--- src/hdl/smc_pkg.sv ---
`default_nettype none
package smc_pkg;
  // Register byte offsets
  localparam logic [7:0] SMC_CTRL_OFS = 8'h00;
  localparam logic [7:0] SMC_IDLE_OFS = 8'h04;
  localparam logic [7:0] SMC_PERIOD_OFS = 8'h08;
  localparam logic [7:0] SMC_STATUS_OFS = 8'h0c;
  // Control field positions
  localparam int SMC_MODE_LSB = 0;
  localparam int SMC_MODE_MSB = 2;
  localparam int SMC_CE_BIT = 3;
  localparam int SMC_CTSCFG_BIT = 4;
  // Status field positions
  localparam int SMC_ST_STATE_LSB = 0;
  localparam int SMC_ST_ASLEEP_BIT = 3;
  localparam int SMC_ST_HELD_BIT = 4;
  localparam int SMC_ST_PINWOKE_BIT = 5;
  // Reset values
  localparam logic [2:0] SMC_MODE_RST = 3'h0;
  localparam logic [15:0] SMC_IDLE_RST = 16'h0064;
  localparam logic [15:0] SMC_PERIOD_RST = 16'h0064;
  // Mode codes
  localparam logic [2:0] SMC_MODE_OFF = 3'h0;
  localparam logic [2:0] SMC_MODE_HIB = 3'h1;
  localparam logic [2:0] SMC_MODE_DOZE = 3'h2;
  localparam logic [2:0] SMC_MODE_CYC = 3'h4;
  localparam logic [2:0] SMC_MODE_CYCPIN = 3'h5;
  localparam logic [2:0] SMC_MODE_COORD = 3'h6;
  // Timing
  localparam int SMC_CLK_PERIOD_NS = 50;
  localparam int SMC_TICK_TIME_NS = 1000000;
  localparam int SMC_TICK_CYCLES = SMC_TICK_TIME_NS / SMC_CLK_PERIOD_NS;
  localparam int SMC_HIB_WAKE_NS = 10200000;
  localparam int SMC_HIB_WAKE_CYCLES = SMC_HIB_WAKE_NS / SMC_CLK_PERIOD_NS;
  localparam int SMC_DOZE_WAKE_NS = 2600000;
  localparam int SMC_DOZE_WAKE_CYCLES = SMC_DOZE_WAKE_NS / SMC_CLK_PERIOD_NS;
  localparam int SMC_LAT_W = 20;
  typedef enum logic [2:0] {S_AWAKE, S_DRAIN, S_SLEEP, S_WAKING, S_POLL} smc_state_t;
endpackage : smc_pkg
`default_nettype wire

--- src/hdl/smc_timer.sv ---
`default_nettype none
module smc_timer #(
  parameter int W = 16
) (
  input wire logic clk,
  input wire logic rst,
  input wire logic load,
  input wire logic [W-1:0] load_value,
  input wire logic run,
  input wire logic tick,
  output logic expired
);
  logic [W-1:0] count;
  logic armed;

  // Reloaded from its setting, counts down on the timebase tick
  always_ff @(posedge clk or posedge rst) begin
    if (rst) begin
      count <= '0;
      armed <= 1'b0;
    end else if (load) begin
      count <= load_value;
      armed <= 1'b1;
    end else if (run && tick && count != '0) begin
      count <= count - 1'b1;
    end
  end

  assign expired = armed && (count == '0);
endmodule : smc_timer
`default_nettype wire

--- src/hdl/smc_ctrl.sv ---
// Contract
// - Pin request sleeps only in modes 1, 2 or 5 with request high.
// - Idle timer expiry sleeps the device; idle timer works only in modes 4, 5.
// - Mode 0 disables sleep; device stays awake and responsive.
// - Mode 1 finishes pending work, passes idle, sleeps, ignores activity.
// - Pin modes 1 and 2 are level sensitive: high sleeps, low wakes.
// - After pin release the device wakes and drives CTS low when ready.
// - Wake latency about 10.2 ms hibernate, 2.6 ms doze and cyclic.
// - Mode 4 wakes once per sleep period and sends a poll request.
// - Empty poll sleeps again; data keeps device awake until idle expiry.
// - If configured, cyclic remote drives CTS low on every wake.
// - Mode 5 also wakes on falling request edge, then CTS low.
// - Mode 5 activity restarts the idle timer.
// - After pin wake in mode 5 the pin is ignored until sleep.
// - Coordinator (mode 6 or enable bit) stays awake, buffers addressed messages.
// - On a matching poll the coordinator sends the buffered message.
// - Coordinator holds at most one indirect message.
// - Buffered message kept 2.5 sleep periods from acceptance.
//
// Decided for this implementation: the register offsets and the strobed register port.
`default_nettype none
module smc_ctrl
  import smc_pkg::*;
#(
  parameter int TICK_CYCLES = smc_pkg::SMC_TICK_CYCLES,
  parameter int HIB_WAKE_CYCLES = smc_pkg::SMC_HIB_WAKE_CYCLES,
  parameter int DOZE_WAKE_CYCLES = smc_pkg::SMC_DOZE_WAKE_CYCLES,
  parameter int DW = 8
) (
  input wire logic REF_CLK,
  input wire logic RST,
  input wire logic [7:0] ADDR,
  input wire logic [31:0] WDATA,
  input wire logic WR,
  input wire logic RD,
  output logic [31:0] RDATA,
  input wire logic SLEEP_REQUEST_PIN,
  output logic CTS_N,
  output logic ASLEEP,
  input wire logic TXRX_BUSY,
  input wire logic ACTIVITY,
  output logic POLL_REQ,
  input wire logic POLL_DATA_RX,
  input wire logic POLL_EMPTY,
  input wire logic MSG_VALID,
  input wire logic [63:0] MSG_ADDR,
  input wire logic [DW-1:0] MSG_DATA,
  output logic MSG_READY,
  input wire logic POLL_RX,
  input wire logic [63:0] POLL_SRC,
  output logic MSG_TX_VALID,
  output logic [63:0] MSG_TX_ADDR,
  output logic [DW-1:0] MSG_TX_DATA
);
  import smc_pkg::*;

  ////////////////////////////////////////////////////////////////////////////
  // Registers
  logic [2:0] sleep_mode_select;
  logic coordinator_role_enable;
  logic cts_on_wake;
  logic [15:0] idle_time_before_sleep;
  logic [15:0] cyclic_sleep_period;
  smc_state_t state;
  smc_state_t next_state;
  logic held;
  logic pin_woke;
  logic cyclic_wake;

  wire sel_ctrl = (ADDR == SMC_CTRL_OFS);
  wire sel_idle = (ADDR == SMC_IDLE_OFS);
  wire sel_period = (ADDR == SMC_PERIOD_OFS);
  wire sel_status = (ADDR == SMC_STATUS_OFS);
  wire [31:0] ctrl_word = {27'h0, cts_on_wake, coordinator_role_enable, sleep_mode_select};
  wire [31:0] status_word = {26'h0, pin_woke, held, ASLEEP, state};
  wire [31:0] read_mux = sel_ctrl ? ctrl_word :
                         sel_idle ? {16'h0, idle_time_before_sleep} :
                         sel_period ? {16'h0, cyclic_sleep_period} :
                         sel_status ? status_word : 32'h0;

  always_ff @(posedge REF_CLK or posedge RST) begin
    if (RST) begin
      sleep_mode_select <= SMC_MODE_RST;
      coordinator_role_enable <= 1'b0;
      cts_on_wake <= 1'b0;
      idle_time_before_sleep <= SMC_IDLE_RST;
      cyclic_sleep_period <= SMC_PERIOD_RST;
    end else if (WR) begin
      if (sel_ctrl) begin
        sleep_mode_select <= WDATA[SMC_MODE_MSB:SMC_MODE_LSB];
        coordinator_role_enable <= WDATA[SMC_CE_BIT];
        cts_on_wake <= WDATA[SMC_CTSCFG_BIT];
      end else if (sel_idle) begin
        idle_time_before_sleep <= WDATA[15:0];
      end else if (sel_period) begin
        cyclic_sleep_period <= WDATA[15:0];
      end
    end
  end

  always_ff @(posedge REF_CLK or posedge RST) begin
    if (RST) begin
      RDATA <= 32'h0;
    end else begin
      RDATA <= RD ? read_mux : 32'h0;
    end
  end

  ////////////////////////////////////////////////////////////////////////////
  // Pin synchroniser and edge detect
  logic req_meta;
  logic req_s;
  logic req_prev;
  always_ff @(posedge REF_CLK or posedge RST) begin
    if (RST) begin
      req_meta <= 1'b0;
      req_s <= 1'b0;
      req_prev <= 1'b0;
    end else begin
      req_meta <= SLEEP_REQUEST_PIN;
      req_s <= req_meta;
      req_prev <= req_s;
    end
  end
  wire req_fall = req_prev && !req_s;

  ////////////////////////////////////////////////////////////////////////////
  // Timebase and timers
  logic [31:0] tick_cnt;
  wire tick = (tick_cnt == 32'(TICK_CYCLES - 1));
  always_ff @(posedge REF_CLK or posedge RST) begin
    if (RST) begin
      tick_cnt <= 32'h0;
    end else begin
      tick_cnt <= tick ? 32'h0 : tick_cnt + 32'h1;
    end
  end

  wire coord = (sleep_mode_select == SMC_MODE_COORD) || coordinator_role_enable;
  wire lvl_mode = (sleep_mode_select == SMC_MODE_HIB) || (sleep_mode_select == SMC_MODE_DOZE);
  wire cyc_mode = (sleep_mode_select == SMC_MODE_CYC) ||
                  (sleep_mode_select == SMC_MODE_CYCPIN);
  wire pin5 = (sleep_mode_select == SMC_MODE_CYCPIN);
  wire idle_raw;
  wire per_raw;
  wire ret_raw;

  smc_timer #(.W(16)) u_idle (
    .clk(REF_CLK),
    .rst(RST),
    .load(state != S_AWAKE || ACTIVITY || TXRX_BUSY || !cyc_mode),
    .load_value(idle_time_before_sleep),
    .run(state == S_AWAKE),
    .tick(tick),
    .expired(idle_raw)
  );
  wire idle_exp = cyc_mode && idle_raw && (state == S_AWAKE);

  smc_timer #(.W(16)) u_period (
    .clk(REF_CLK),
    .rst(RST),
    .load(state != S_SLEEP),
    .load_value(cyclic_sleep_period),
    .run(state == S_SLEEP),
    .tick(tick),
    .expired(per_raw)
  );

  wire [18:0] five_p = {1'b0, cyclic_sleep_period, 2'b00} + {3'b000, cyclic_sleep_period};
  wire accept = MSG_VALID && MSG_READY;
  smc_timer #(.W(18)) u_retain (
    .clk(REF_CLK),
    .rst(RST),
    .load(accept),
    .load_value(five_p[18:1]),
    .run(held),
    .tick(tick),
    .expired(ret_raw)
  );

  ////////////////////////////////////////////////////////////////////////////
  // Sleep state machine
  logic [SMC_LAT_W-1:0] lat_cnt;
  wire [SMC_LAT_W-1:0] lat_target = (sleep_mode_select == SMC_MODE_HIB) ?
      SMC_LAT_W'(HIB_WAKE_CYCLES) : SMC_LAT_W'(DOZE_WAKE_CYCLES);
  wire lat_done = (lat_cnt >= lat_target - 1'b1);
  wire pin_sleep_req = req_s && (lvl_mode || (pin5 && !pin_woke));
  wire wake_cond = (lvl_mode && !req_s) || (cyc_mode && per_raw) || (pin5 && req_fall) ||
                   !(lvl_mode || cyc_mode) || coord;

  always_comb begin
    next_state = state;
    case (state)
      S_AWAKE: begin
        if (!coord && (pin_sleep_req || idle_exp)) begin
          next_state = S_DRAIN;
        end
      end
      S_DRAIN: begin
        if (coord || (lvl_mode && !req_s) || !(lvl_mode || cyc_mode)) begin
          next_state = S_AWAKE;
        end else if (!TXRX_BUSY) begin
          next_state = S_SLEEP;
        end
      end
      S_SLEEP: begin
        if (wake_cond) begin
          next_state = S_WAKING;
        end
      end
      S_WAKING: begin
        if (lat_done) begin
          next_state = cyclic_wake ? S_POLL : S_AWAKE;
        end
      end
      S_POLL: begin
        if (POLL_DATA_RX) begin
          next_state = S_AWAKE;
        end else if (POLL_EMPTY) begin
          next_state = S_SLEEP;
        end
      end
      default: next_state = S_AWAKE;
    endcase
  end

  always_ff @(posedge REF_CLK or posedge RST) begin
    if (RST) begin
      state <= S_AWAKE;
      lat_cnt <= '0;
      cyclic_wake <= 1'b0;
      pin_woke <= 1'b0;
      POLL_REQ <= 1'b0;
    end else begin
      state <= next_state;
      lat_cnt <= (state == S_WAKING) ? lat_cnt + 1'b1 : '0;
      if (state == S_SLEEP && wake_cond) begin
        cyclic_wake <= cyc_mode && per_raw && !(pin5 && req_fall);
        pin_woke <= pin5 && req_fall;
      end else if (next_state == S_SLEEP || !pin5) begin
        pin_woke <= 1'b0;
      end
      POLL_REQ <= (state == S_WAKING) && lat_done && cyclic_wake;
    end
  end

  assign ASLEEP = (state == S_SLEEP);
  assign CTS_N = !((state == S_AWAKE) || (state == S_POLL && cts_on_wake));

  ////////////////////////////////////////////////////////////////////////////
  // Coordinator indirect message slot
  wire poll_hit = held && POLL_RX && (POLL_SRC == MSG_TX_ADDR);
  logic [63:0] held_addr;
  logic [DW-1:0] held_data;
  assign MSG_READY = coord && !held;

  always_ff @(posedge REF_CLK or posedge RST) begin
    if (RST) begin
      held <= 1'b0;
      held_addr <= 64'h0;
      held_data <= '0;
      MSG_TX_VALID <= 1'b0;
      MSG_TX_DATA <= '0;
    end else begin
      MSG_TX_VALID <= poll_hit;
      if (poll_hit) begin
        MSG_TX_DATA <= held_data;
      end
      if (accept) begin
        held <= 1'b1;
        held_addr <= MSG_ADDR;
        held_data <= MSG_DATA;
      end else if (poll_hit || ret_raw || !coord) begin
        held <= 1'b0;
      end
    end
  end
  assign MSG_TX_ADDR = held_addr;
endmodule : smc_ctrl
`default_nettype wire

--- config.mk ---
export PLATFORM = sky130hd
export DESIGN_NAME = smc_ctrl
export DESIGN_NICKNAME = d
export VERILOG_FILES = /design/src/hdl/smc_pkg.sv /design/src/hdl/smc_timer.sv /design/src/hdl/smc_ctrl.sv
export SDC_FILE = /design/constraint.sdc
export NUM_CORES = 1
export LEC_CHECK = 0
export BUFFER_PORTS_ARGS = -buffer_cell sky130_fd_sc_hd__buf_2
export CAP_MARGIN = 20
export CORE_MARGIN = 3
export CORE_UTILIZATION = 50
export DETAILED_ROUTE_END_ITERATION = 10
export PLACE_DENSITY = 0.85
export SYNTH_ARGS = -nofsm -noshare
export SYNTH_HDL_FRONTEND = slang
export SYNTH_SLANG_ARGS = --single-unit
--- constraint.sdc ---
create_clock -name REF_CLK -period 14.65 [get_ports REF_CLK]
set_input_delay 1.465 -clock REF_CLK [delete_from_list [all_inputs] [get_ports REF_CLK]]
set_output_delay 1.465 -clock REF_CLK [all_outputs]
set_load 0.005 [all_outputs]
After elaboration in Yosys (flattened, before gate mapping) --
Cells that the tools add are included.
Storage, ports and cells: bits in registers 249, input port bits 187, word-level logic and storage cells 151
Cells by class: add/subtract/negate cells 7, order comparisons 1, equal/unequal tests 16, mux-type cells 27, bitwise operators 2, reductions and logical operators 72
Operators with widths (number):
- $mux W16 | 8
- $eq A64 B64 Y1 | 1
- $mux W18 | 3
- $add A32 B1 Y32 const B | 1
- $eq A32 B15 Y1 const B | 1
- $logic_not A16 Y1 | 2
- $mux W32 | 1
- $reduce_bool A16 Y1 | 2
- $sub A16 B1 Y16 const B | 2
- $logic_and A1 B1 Y1 | 27
- $mux W3 | 8
- $add A20 B1 Y20 const B | 1
- $ge A20 B20 Y1 | 1
- $mux W20 | 1
- $add A18 B16 Y19 | 1
- $logic_or A1 B1 Y1 | 19
- $sub A18 B1 Y19 const B | 1
- $logic_not A18 Y1 | 1
- $reduce_bool A18 Y1 | 1
- $sub A18 B1 Y18 const B | 1
- $eq A8 B4 Y1 const B | 2
- $pmux W3 S5 | 1
- $eq A3 B2 Y1 const B | 4
- $eq A3 B3 Y1 const B | 4
- 14 further kinds | 31

Depth between registers and ports, before layout --
depth in word-level cells 13, mapped depth 9, gate-level depth less buffers 9

Hierarchy --
Synthesis repeated with hierarchy kept, for this count alone.
Unflattened totals: cell total of the unflattened synthesis 1220, area, all modules 13250.2 µm²
Modules (own cells, without submodules):
- smc_ctrl | instances 1, cells an instance 865, area an instance 9960.8 µm², seq. area each 4912.2 µm²
- smc_timer (u_idle ...) | instances 2, cells an instance 114, area an instance 1052.3 µm², seq. area each 425.4 µm²
- smc_timer (u_retain) | instances 1, cells an instance 127, area an instance 1184.9 µm², seq. area each 475.5 µm²

Least setup slack after synthesis --
Ideal clock, no wire load.
kind in2reg, from input port POLL_SRC[27], to register MSG_TX_DATA[0], setup time 0.125 ns, arrival 3.256 ns, data required time 14.525 ns, path slack 11.269 ns, cell stages on the path 7, path buffers 1, path through nor2b_1 a2111o_1 a2111oi_1 nand2b_1 or4_1 buf_2 mux2_2
Between the ends: word-level cells in the longest chain between the ends 2
Ends and longest elaborated chain:
- start: declaration | line smc_ctrl.sv:50 | input wire logic [63:0] POLL_SRC,
- $eq A64 B64 Y1 | line smc_ctrl.sv:252 | wire poll_hit = held && POLL_RX && (POLL_SRC == MSG_TX_ADDR);
- $logic_and A1 B1 Y1 | line smc_ctrl.sv:252
- end signal: assignment | line smc_ctrl.sv:267 | MSG_TX_DATA <= held_data;
- end: declaration | line smc_ctrl.sv:53 | output logic [DW-1:0] MSG_TX_DATA
Every way passes these cells. A chain may end at the register's enable or synchronous reset.

Final worst setup path --
from input port POLL_SRC[27], to register MSG_TX_DATA[4]
The elaborated chain is that of the path after synthesis.

==> metrics.txt <==
RSZ-0062 raised after global routing false; Worst Skew 0.01856 ns; Worst-Skew Late Latency 0.55 ns; drc violations 0; WL/cell 17.66 um; clk buf depth 3; Worst Path Max Fanout 8; crit path capture type flip-flop; R2R setup slack 11.75 ns; max-slew violation count 0; layout cells sized above 1 24.64%; Layout Area Growth over Synthesis 19.76%; Worst EP arrival 3.90 ns; multiplexer area fraction after synthesis 5.711%; Worst R2R Start u_idle.count[0]; Critical Path RT 15.07 ns; f_max 287.8 MHz; Worst-path clk slew 0.06 ns; ranking of synthesized cells by area dfrtp_1 47%, nand2_1 8.3%, xnor2_1 5.8%; CTS tree yes; area leader, netlist dfrtp_1; final hold vios 0; Post-DRT Antenna Nets 0; final setup fails 0; clock sink count 249; die width 166.4 um; Min-Delay Endpoint req_s; CP Buf/Inv Count 1; Netlist cell types 68; post-synth top area share 47.28%; layout net count 1808; WL final 34.39 mm; post-synthesis adder-cell area fraction 2.685%; type of origin of the critical path primary input; largest family of logic cells by synthesized area simple AND/OR/NAND/NOR gates; PortBufs 263; total gr overflow 0; GPL Wtd Cong 0.9522; Switching Power 0.5371 mW; # H-tree levels 1; Final period util 23.72%; Lkg Pwr 7.505 nW; Die ar. 27680 um2; drt via density 5.591; worst slew pin tran 0.9753 ns; clock share of power 36.9%; first-pass GRT wire length 55.78 mm; Core Rows 58; sequential fraction of the synthesis area 48.51%; critical path's top delay family compound AO/OA/AOI/OAI gates; crit-path max cell delay 0.70 ns; Core Util, Final 60.99%; Comb pwr share 18.3%; I/O Pins 296; clk root buf clkbuf_16; worst-path cell chain buf_2 -> nor2b_1 -> a2111o_1 -> a2111oi_1 -> nand2b_1 -> or4_1 -> mux2_2; #FFs+latches synth 249; largest net degree at the start of global routing 92; Synth Cell Area 12860 um2; sw frac 29.56%; Max-Cap Viols 0; HPWL Detailed 24.88 mm; status finished clean; slew margin rel. 34.98%; gr usage total 24.09%; Ys Warns 0; fin cells 1947; Post-CTS Setup Inserts 0; Hold Buf Count CTS 0; Cell Pwr Density 118.0 nW/um2; Worst Setup Slack, final 11.18 ns; ys async rst share 100.0%; placed instance count 1890; EDFF count, synth 0; initial DRC count 919; Gate Count Post-Synth 1337; CTS buffer count 27; initial antenna violation count 3; Simple-Gate Fraction of Synth Area 22.62%; DP Worst Slack 10.66 ns; CTS resizes 0; Min-Delay Startpoint req_meta; Flop pwr share 44.9%; Crit Path Class primary input to flip-flop; Slowest cell on crit path a2111oi_1; R2R depth 9; RR Endpoint u_idle.count[9]; Max IR drop VDD 0.1040 mV; die height 166.4 um; CORE AREA 25250 um2; hold depth 0; worst min path class flip-flop to flip-flop; ys flop type dfrtp_1; Mean Syn Cell Area 9.619 um2; post-synthesis compound-gate area fraction 7.043%; Synth Area in XOR/XNOR 10.15%; vias post-DR 10885; initial core utilization 50.93%; TNS Setup 0 ns; vias in the first global route 10906; drt pass-1 iters 5; fin crit period 3.475 ns; Int Power 1.280 mW
## kinds of logic (layout without fill, tap and decap cells)
kind of cell,after synthesis,in the layout
flops,249,249
fa+ha+maj,27,27
buf+inv,94,357
simple gates,611,611
compound gates,145,145
other cells,1,18
mux,61,61
xor+xnor,149,149
## per-layer routing
| layer | vias up | track usage (%) | wire length (um) |
|---|---|---|---|
| li1 | 5078 | - | - |
| met1 | 5327 | 31.60 | 14060 |
| met2 | 390 | 40.70 | 16940 |
| met3 | 86 | 3.904 | 2125 |
| met4 | 4 | 8.716 | 1241 |
| met5 | - | 0 | 21 |
## power groups by stage
stage / clock network, mW / logic [mW] / registers, mW
2_1_floorplan: 0 / 0.235 / 0.807
3_3_place_gp: 0 / 0.311 / 0.818
3_5_place_dp: 0 / 0.323 / 0.823
4_1_cts: 0.678 / 0.328 / 0.813
5_1_grt: 0.710 / 0.369 / 0.824
6_report: 0.670 / 0.332 / 0.815
## worst reg2reg max path, cell delays in order, from the launching register on
cell	delay (ns)
dfrtp_1	0.40
inv_1	0.07
ha_1	0.19
or4b_2	0.60
nor4_1	0.75
nor4_2	0.06
buf_4	0.24
nand4b_1	0.14
xor2_1	0.21
o21ai_0	0.12
## how the worst max path moves through the flow
stage | from | end | slack (ns) | cells past startpoint
final | POLL_SRC[27] | MSG_TX_DATA[4] | 11.18 | 7
after CTS | ADDR[7] | cyclic_sleep_period[13] | 11.24 | 6
after global routing | ADDR[7] | cyclic_sleep_period[13] | 11.07 | 6
after global placement | POLL_SRC[61] | MSG_TX_DATA[2] | 10.72 | 7
after floorplan | RST | MSG_TX_ADDR[0] | 6.35 | 1
after detailed placement | ADDR[7] | cyclic_sleep_period[13] | 10.66 | 6
## metrics by stage
step | instance area, um2 | hold WS, ns | power, mW
finish | 15400 | 0.3592 | 1.817
global route | 15400 | 0.3613 | 1.902
CTS | 15310 | 0.3563 | 1.819
detailed placement | 14430 | 0.3424 | 1.146
global placement | 14430 | 0.3344 | 1.130
floorplan | 12920 | 0.3312 | 1.042
## state kept, by name, summed over array words and instances, names as in the netlist, 3 cells and up
name / flops
lat_cnt: 20
idle_time_before_sleep: 16
u_retain.count: 18
u_idle.count: 16
tick_cnt: 32
sleep_mode_select: 3
RDATA: 16
MSG_TX_ADDR: 64
held_data: 8
u_period.count: 16
cyclic_sleep_period: 16
MSG_TX_DATA: 8
state: 3
## Yosys cell counts, drive strengths merged, types with 7 or more instances
master and instances:
nand3b 7, nor3 24, clkbuf 41, nor2b 15, nor4b 7, xor2 64
xnor2 85, inv 31, mux2 49, a22oi 11, dfrtp 243, nand4 42
ha 26, nand4b 9, and3 21, nand3 35, nand2b 7, nand2 283
nor4 22, or3 8, mux2i 7, or4 8, a21oi 40, nor2 100
o21ai 42, buf 22
## layout make-up
class,count,area [um2]
diodes,2,5.005
repair buffers,276,1459
fillers,2042,9852
inverters,31,123.9
well taps,330,412.9
flip-flops and latches,249,6238
multi-input cells,1009,6279
clock inverters,6,45.04
clock buffers,44,839.6
## placed cells by master (no fill, tap or decap), types with 9 or more instances in the layout
cell type and instances:
a21oi_1 40, a22oi_1 11, and3_1 21, buf_2 263, clkbuf_16 27, clkbuf_8 10
conb_1 16, dfrtp_1 243, ha_1 26, inv_1 30, mux2_2 49, nand2_1 283
nand3_1 35, nand4_1 41, nand4b_1 9, nor2_1 99, nor2b_1 14, nor3_1 23
nor4_1 20, o21ai_0 40, xnor2_1 85, xor2_1 64
Note: power is estimated with default switching activity, not from simulation.
